===== config.mk =====
export PLATFORM = sky130hd
export DESIGN_NAME = amb_host
export DESIGN_NICKNAME = d
export VERILOG_FILES = /design/src/rtl/amb_pkg.sv /design/src/rtl/amb_host.sv
export SDC_FILE = /design/constraint.sdc
export NUM_CORES = 1
export LEC_CHECK = 0
export BUFFER_PORTS_ARGS = -buffer_cell sky130_fd_sc_hd__buf_4
export CELL_PAD_IN_SITES_DETAIL_PLACEMENT = 1
export CELL_PAD_IN_SITES_GLOBAL_PLACEMENT = 1
export CORE_MARGIN = 8
export CORE_UTILIZATION = 38
export CTS_CLUSTER_DIAMETER = 100
export DETAILED_ROUTE_END_ITERATION = 8
export PLACE_DENSITY_LB_ADDON = 0.1
export SLEW_MARGIN = 40
export SYNTH_ARGS = -nofsm -noshare
export SYNTH_HDL_FRONTEND = slang
export SYNTH_SLANG_ARGS = --single-unit

===== constraint.sdc =====
create_clock -name sys_clk -period 2.4 [get_ports sys_clk]
set_input_delay 0.12 -clock sys_clk [delete_from_list [all_inputs] [get_ports sys_clk]]
set_output_delay 0.12 -clock sys_clk [all_outputs]
set_load 0.03 [all_outputs]

===== src/rtl/amb_pkg.sv =====
// Purpose: shared constants for the byte-wide async memory host controller
// Assumes: 40 MHz system clock
// Notes: timing counts derived from printed figures
package amb_pkg;
    localparam int ADDR_W = 19;
    localparam int DATA_W = 8;
    localparam int WORDS = 524288;
    localparam int CLK_PERIOD_PS = 25000;
    // startup interval, in microseconds
    localparam int STARTUP_US = 2000;
    localparam int STARTUP_CYC = (STARTUP_US * 1000000 + CLK_PERIOD_PS - 1) / CLK_PERIOD_PS;
    // least high time of strobe and select between accesses, in picoseconds
    localparam int HIGH_MIN_PS = 2000;
    localparam int HIGH_CYC_RAW = (HIGH_MIN_PS + CLK_PERIOD_PS - 1) / CLK_PERIOD_PS;
    localparam int HIGH_CYC = (HIGH_CYC_RAW < 1) ? 1 : HIGH_CYC_RAW;
    // access cycle time, in picoseconds
    localparam int ACCESS_PS = 35000;
    localparam int ACCESS_CYC = (ACCESS_PS + CLK_PERIOD_PS - 1) / CLK_PERIOD_PS;
    localparam logic [1:0] CTRL_HIGH = 2'h3;
    typedef enum logic [2:0]
    {
        AMB_ST_POWERUP = 3'h0,
        AMB_ST_IDLE = 3'h1,
        AMB_ST_READ = 3'h2,
        AMB_ST_WRITE = 3'h3,
        AMB_ST_RECOVER = 3'h4
    } amb_state_t;
endpackage

===== src/rtl/amb_host.sv =====
// Purpose: host controller driving an asynchronous byte-wide nonvolatile memory
// Assumes: single 40 MHz clock, memory reached through its pins only
// Notes: supply monitor input restarts the startup wait
//
// Operation
// - select and strobe low writes; host drives write data meanwhile
// - no access until 2 ms after supply reaches operating level
// - after brownout or power loss, wait full startup again
// - hold select and strobe high through reset beyond startup interval
// - write lasts only while select and strobe both low
// - strobe or select stays high at least 2 ns before falling again
`timescale 1ns/1ps
`default_nettype none
module amb_host #(
    parameter int STARTUP_CYCLES = amb_pkg::STARTUP_CYC
)
(
    input wire logic sys_clk,
    input wire logic rst_n,
    input wire logic supply_ok,
    input wire logic req_valid,
    output logic req_ready,
    input wire logic req_write,
    input wire logic [amb_pkg::ADDR_W-1:0] req_addr,
    input wire logic [amb_pkg::DATA_W-1:0] req_wdata,
    output logic rsp_valid,
    output logic [amb_pkg::DATA_W-1:0] rsp_rdata,
    output logic mem_ready,
    output logic [amb_pkg::ADDR_W-1:0] mem_addr,
    output logic mem_sel_n,
    output logic mem_wstb_n,
    output logic mem_oen_n,
    input wire logic [amb_pkg::DATA_W-1:0] mem_dq_in,
    output logic [amb_pkg::DATA_W-1:0] mem_dq_out,
    output logic mem_dq_oe
);
    // a zero wait would let the first access race the supply ramp
    if (STARTUP_CYCLES < 1)
    begin : g_bad_startup
        $error("startup count must be at least one cycle");
    end

    // ********************
    // reset and pin synchronisers
    // ********************
    logic rst_s1_reg, rst_s2_reg, sup_s1_reg, sup_s2_reg;
    logic [amb_pkg::DATA_W-1:0] dq_s1_reg, dq_s2_reg;
    always_ff @(posedge sys_clk or negedge rst_n)
    begin
        if (!rst_n)
        begin
            rst_s1_reg <= 1'b0;
            rst_s2_reg <= 1'b0;
        end
        else
        begin
            rst_s1_reg <= 1'b1;
            rst_s2_reg <= rst_s1_reg;
        end
    end
    wire logic srst_n = rst_s2_reg;
    // read data passes two flops, so a read holds enable long enough to cover them
    always_ff @(posedge sys_clk or negedge srst_n)
    begin
        if (!srst_n)
        begin
            sup_s1_reg <= 1'b0;
            sup_s2_reg <= 1'b0;
            dq_s1_reg <= '0;
            dq_s2_reg <= '0;
        end
        else
        begin
            sup_s1_reg <= supply_ok;
            sup_s2_reg <= sup_s1_reg;
            dq_s1_reg <= mem_dq_in;
            dq_s2_reg <= dq_s1_reg;
        end
    end

    // ********************
    // access sequencer
    // ********************
    localparam int CW = $clog2(STARTUP_CYCLES + amb_pkg::ACCESS_CYC + 4);
    localparam logic [CW-1:0] ACC_LAST = CW'(amb_pkg::ACCESS_CYC + 2);
    localparam logic [CW-1:0] WR_LAST = CW'(amb_pkg::ACCESS_CYC);
    localparam logic [CW-1:0] HI_LAST = CW'(amb_pkg::HIGH_CYC);
    localparam logic [CW-1:0] SU_LAST = CW'(STARTUP_CYCLES);
    amb_pkg::amb_state_t state_reg, state_next;
    logic [CW-1:0] cnt_reg, cnt_next;
    logic [amb_pkg::ADDR_W-1:0] addr_reg, addr_next;
    logic [amb_pkg::DATA_W-1:0] wdata_reg, wdata_next, rdata_reg, rdata_next;
    logic [1:0] ctrl_reg, ctrl_next;
    logic oen_reg, oen_next, dqoe_reg, dqoe_next, rsp_reg, rsp_next;

    always_comb
    begin
        state_next = state_reg;
        cnt_next = cnt_reg + CW'(1);
        addr_next = addr_reg;
        wdata_next = wdata_reg;
        rdata_next = rdata_reg;
        ctrl_next = ctrl_reg;
        oen_next = oen_reg;
        dqoe_next = dqoe_reg;
        rsp_next = 1'b0;
        case (state_reg)
            amb_pkg::AMB_ST_POWERUP:
            begin
                // select and strobe held high for the whole wait
                ctrl_next = amb_pkg::CTRL_HIGH;
                if (!sup_s2_reg)
                    cnt_next = '0;
                else if (cnt_reg >= SU_LAST)
                    state_next = amb_pkg::AMB_ST_IDLE;
            end
            amb_pkg::AMB_ST_IDLE:
            begin
                cnt_next = '0;
                if (req_valid)
                begin
                    addr_next = req_addr;
                    wdata_next = req_wdata;
                    // bit0 select, bit1 strobe; write pulls both low together
                    ctrl_next = req_write ? 2'h0 : 2'h2;
                    dqoe_next = req_write;
                    oen_next = 1'b1;
                    state_next = req_write ? amb_pkg::AMB_ST_WRITE : amb_pkg::AMB_ST_READ;
                    if (!req_write)
                    begin
                        dqoe_next = 1'b0;
                        oen_next = 1'b0;
                    end
                end
            end
            amb_pkg::AMB_ST_READ:
            begin
                if (cnt_reg >= ACC_LAST)
                begin
                    rdata_next = dq_s2_reg;
                    rsp_next = 1'b1;
                    ctrl_next = amb_pkg::CTRL_HIGH;
                    oen_next = 1'b1;
                    cnt_next = '0;
                    state_next = amb_pkg::AMB_ST_RECOVER;
                end
            end
            amb_pkg::AMB_ST_WRITE:
            begin
                if (cnt_reg >= WR_LAST)
                begin
                    // raise both at once; data held one more cycle for hold time
                    ctrl_next = amb_pkg::CTRL_HIGH;
                    rsp_next = 1'b1;
                    cnt_next = '0;
                    state_next = amb_pkg::AMB_ST_RECOVER;
                end
            end
            amb_pkg::AMB_ST_RECOVER:
            begin
                dqoe_next = 1'b0;
                if (cnt_reg >= HI_LAST)
                    state_next = amb_pkg::AMB_ST_IDLE;
            end
            default:
            begin
                state_next = amb_pkg::AMB_ST_POWERUP;
                ctrl_next = amb_pkg::CTRL_HIGH;
                oen_next = 1'b1;
                dqoe_next = 1'b0;
                cnt_next = '0;
            end
        endcase
        // brownout restarts the startup wait from any state
        if (!sup_s2_reg && state_reg != amb_pkg::AMB_ST_POWERUP)
        begin
            state_next = amb_pkg::AMB_ST_POWERUP;
            ctrl_next = amb_pkg::CTRL_HIGH;
            oen_next = 1'b1;
            dqoe_next = 1'b0;
            rsp_next = 1'b0;
            cnt_next = '0;
        end
    end

    always_ff @(posedge sys_clk or negedge srst_n)
    begin
        if (!srst_n)
        begin
            state_reg <= amb_pkg::AMB_ST_POWERUP;
            cnt_reg <= '0;
            addr_reg <= '0;
            wdata_reg <= '0;
            rdata_reg <= '0;
            ctrl_reg <= amb_pkg::CTRL_HIGH;
            oen_reg <= 1'b1;
            dqoe_reg <= 1'b0;
            rsp_reg <= 1'b0;
        end
        else
        begin
            state_reg <= state_next;
            cnt_reg <= cnt_next;
            addr_reg <= addr_next;
            wdata_reg <= wdata_next;
            rdata_reg <= rdata_next;
            ctrl_reg <= ctrl_next;
            oen_reg <= oen_next;
            dqoe_reg <= dqoe_next;
            rsp_reg <= rsp_next;
        end
    end

    // ********************
    // outputs
    // ********************
    assign req_ready = (state_reg == amb_pkg::AMB_ST_IDLE);
    assign mem_ready = (state_reg != amb_pkg::AMB_ST_POWERUP);
    assign rsp_valid = rsp_reg;
    assign rsp_rdata = rdata_reg;
    assign mem_addr = addr_reg;
    assign mem_sel_n = ctrl_reg[0];
    assign mem_wstb_n = ctrl_reg[1];
    assign mem_oen_n = oen_reg;
    assign mem_dq_out = wdata_reg;
    assign mem_dq_oe = dqoe_reg;

    // ********************
    // assertions
    // ********************
    a_no_contention: assert property (@(posedge sys_clk) disable iff (!srst_n)
        !(mem_dq_oe && !mem_oen_n))
        else $error("host drives data while read enable low");
    a_powerup_quiet: assert property (@(posedge sys_clk) disable iff (!srst_n)
        (state_reg == amb_pkg::AMB_ST_POWERUP) |-> (mem_sel_n && mem_wstb_n))
        else $error("select or strobe low during startup");
    a_write_data_driven: assert property (@(posedge sys_clk) disable iff (!srst_n)
        (!mem_sel_n && !mem_wstb_n) |-> mem_dq_oe)
        else $error("write strobe without driven data");
    a_write_oen_high: assert property (@(posedge sys_clk) disable iff (!srst_n)
        !mem_wstb_n |-> mem_oen_n)
        else $error("read enable low during write");
    a_high_gap: assert property (@(posedge sys_clk) disable iff (!srst_n)
        $rose(mem_sel_n) |-> mem_sel_n [*2])
        else $error("select high too briefly");
    a_brownout_stop: assert property (@(posedge sys_clk) disable iff (!srst_n)
        !sup_s2_reg |=> (state_reg == amb_pkg::AMB_ST_POWERUP) && mem_sel_n)
        else $error("access continued during brownout");
    a_read_answer: assert property (@(posedge sys_clk) disable iff (!srst_n)
        (req_ready && req_valid && !req_write && sup_s2_reg)
        |=> !mem_oen_n && !mem_sel_n && mem_wstb_n)
        else $error("read request did not start a read");
    a_read_done: assert property (@(posedge sys_clk) disable iff (!srst_n)
        $rose(rsp_valid) |-> mem_sel_n && mem_oen_n)
        else $error("read answer with memory still selected");
    c_read: cover property (@(posedge sys_clk) disable iff (!srst_n)
        rsp_valid && mem_wstb_n);
    c_write: cover property (@(posedge sys_clk) disable iff (!srst_n)
        !mem_wstb_n ##1 mem_wstb_n);
    c_brownout: cover property (@(posedge sys_clk) disable iff (!srst_n)
        mem_ready ##1 !mem_ready);
endmodule
`default_nettype wire


==> flow_summary.toml <==
[clock_network]
postCtsSetupBuffers = 0
cts_root_buffer = "clkbuf_8"
h-tree-depth = 3
clockBufferDepth = 2
cts_buffers = 9
clk_pin_slew_ps = 80
clock_sinks = 80
clkLatencyLatePin_ps = 350
cts_tree = "yes"

[die]
fp.dieArea_um2 = 11700
initial_utilization_pct = 39.3
die_y_um = 108
std_cell_rows = 33
num_io_pins = 82
die_w_um = 108
design.core.area_um2 = 8220

[logic_synthesis]
synth_xor_area_share_pct = 4.07
synthMuxAreaShare_pct = 13.2
async_reset_ff_share_pct = 100
synth_top_cell_by_area = "dfrtp_1"
synth_top_area_share_pct = 59.6
synthAdderAreaFrac_pct = 1.16
synth_ff_type = "dfrtp_1"
synth_area_um2 = 3230
synth_warnings = 0
yosysUniqueCellTypes = 45
synthTopCellsByArea = "dfrtp_1, mux2_2, nor2_1"
synth_top_family_by_area = "multiplexers"
ys_top_cells_by_count = "dfrtp_1, mux2_2, nor2_1"
synth-simple-area-share_pct = 11.4
synth_seq_area_share_pct = 62.1
synth_edf_count = 0
syn_inst = 244
avgSynthCellArea_um2 = 13.2
syn_nets = 287
synth-seq-cells = 80
synth.most_common_cell = "dfrtp_1"
synth-compound-area-share_pct = 5.34

[timing]
drv_slew = 0
holdWs_ps = 16.4
setup_viol = 0
clock_skew_ps = 9.27
finalCriticalPeriod_ps = 1940
max_freq_mhz = 514
final_hold_viol_count = 0
setup_slack_ps = 455
rsz0062_at_grt = "no"
finalCritPeriodShare_pct = 81.0
setup_tns_ps = 0

[final_layout]
finalNetCount = 407
largest_reg_flops = 19
fin_cells = 474
nFillCells = 854
syn_to_final_growth_pct = 40.2
drive_gt1_share_pct = 39.0
diodes = 0

[worst_setup_path]
crit_type = "reg -> reg"
cp_slowest_cell = "dfrtp_1"
cp_cell_sequence = "nor2b_1 > and3_1 > buf_4 > mux2_2"
cp.required_ps = 2630
critPathArrivalTime_ps = 2170
crit_path_end_kind = "flip-flop"
crit_path_start_kind = "flip-flop"
r2r_slack_ps = 460
cp_max_fo = 27
reg2regPathDepth = 4
critPathMaxStageDelay_ps = 550

[power_and_ir_drop]
ir_worst_vdd_v = 0.000312
powerDensity_nw_per_um2 = 599
power.total_w = 0.00271
p_leak_nw = 2.24

[placed_design]
io_buffers = 81
place_congestion = 0.786
placed_cells = 424
dp_hpwl_um = 5310
place_worst_setup_slack_ps = 451

[status]
outcome = "finished, final reports clean"

[global_route]
first_global_vias = 2610
grt_use_total_pct = 14.8
grt_overflow = 0
grt_max_degree = 45
antenna_found_initial = 0
grt_pass1_wl_um = 13400

[route]
vias = 2277
post-route-drc-count = 0
drt-vias-per-instance = 4.80
ant_nets = 0
first_pass_iters = 3
wl_per_cell_um = 17.0
initialDrtViolationCount = 77
routed_wl_um = 8040

[min_path]
hold_class = "in -> reg"
holdPathStages = 2

[job]
drv_cap = 0
[stage by stage]
step / util (%) / area (um2)
floorplan: - / 3230
global placement: 48.1 / 3950
detailed placement: 48.1 / 3950
CTS: 55.1 / 4530
global route: 55.1 / 4530
finish: 55.1 / 4530
[cell usage in the layout, fill, tap and decap left out, types with 3 or more instances in the layout]
cell,Yosys,layout
buf_4,2,82
dfrtp_1,77,76
mux2_2,36,36
dlygate4sd3_1,0,34
nor2_1,24,24
inv_1,9,9
xnor2_1,9,9
clkbuf_8,0,9
nand2_1,8,8
and3_1,8,8
xor2_1,6,6
nand3_1,6,6
nand2b_1,5,5
nor3_1,4,4
a21o_1,3,3
ha_1,3,3
bufinv_16,0,3
dfstp_2,3,3
[path summary, 6_finish.rpt]
path / end / startpoint
min reg2reg: rsp_rdata[4] / rst_s2_reg
min in group asynchronous: rst_s2_reg / rst_n
max in group asynchronous: ctrl_reg[1] / rst_s2_reg
max reg2reg: mem_dq_out[1] / state_reg[0]
min: mem_addr[6] / req_addr[6]
max: mem_dq_out[1] / state_reg[0]
[critical path: cells and delay by family (launching register included)]
family	cells	cell delay, ps
AND/OR/NAND/NOR	2	560
flip-flops	1	550
multiplexers	1	380
buffers and inverters	1	330
[final cells by class]
class                   count  area (um2)  area share, %
flip-flops and latches     80        2010           44.4
multi-input cells         147        1140           25.2
repair buffers            117         976           21.6
clock buffers              11         131           2.90
well taps                 105         131           2.90
clock inverters             5         106           2.35
inverters                   9        33.8          0.746
[cell families (layout without fill, tap and decap cells)]
| kind of cell | after synthesis | count (layout) |
|---|---|---|
| buf+inv | 17 | 142 |
| simple gates | 69 | 69 |
| compound gates | 21 | 21 |
| other cells | 1 | 1 |
| xor+xnor | 15 | 15 |
| mux | 38 | 38 |
| flops | 80 | 80 |
| fa+ha+maj | 3 | 3 |
[routing by layer]
metal	part of all wire [%]	wire [um]	GRT usage (%)	vias to the layer above
met3	6.5	522	5.23	11
met1	41	3310	17.4	1137
li1	-	-	-	1075
met4	2.0	164	7.43	0
met5	0	0	0	-
met2	50	4050	23.6	54
[power breakdown]
part,leakage [nW],internal (W),switching [W]
clock,0.114,0.000694,0.000485
sequential,1.06,0.00137,0.0000263
combinational,1.06,0.0000882,0.0000526
total,2.24,0.00215,0.000563
[repair_timing]
item | CTS | global route
resized for setup | 0 | 0
hold buffers | 34 | 0
endpoints found under the hold margin | 35 | 0
No activity file was read; power rests on OpenSTA's default activity.
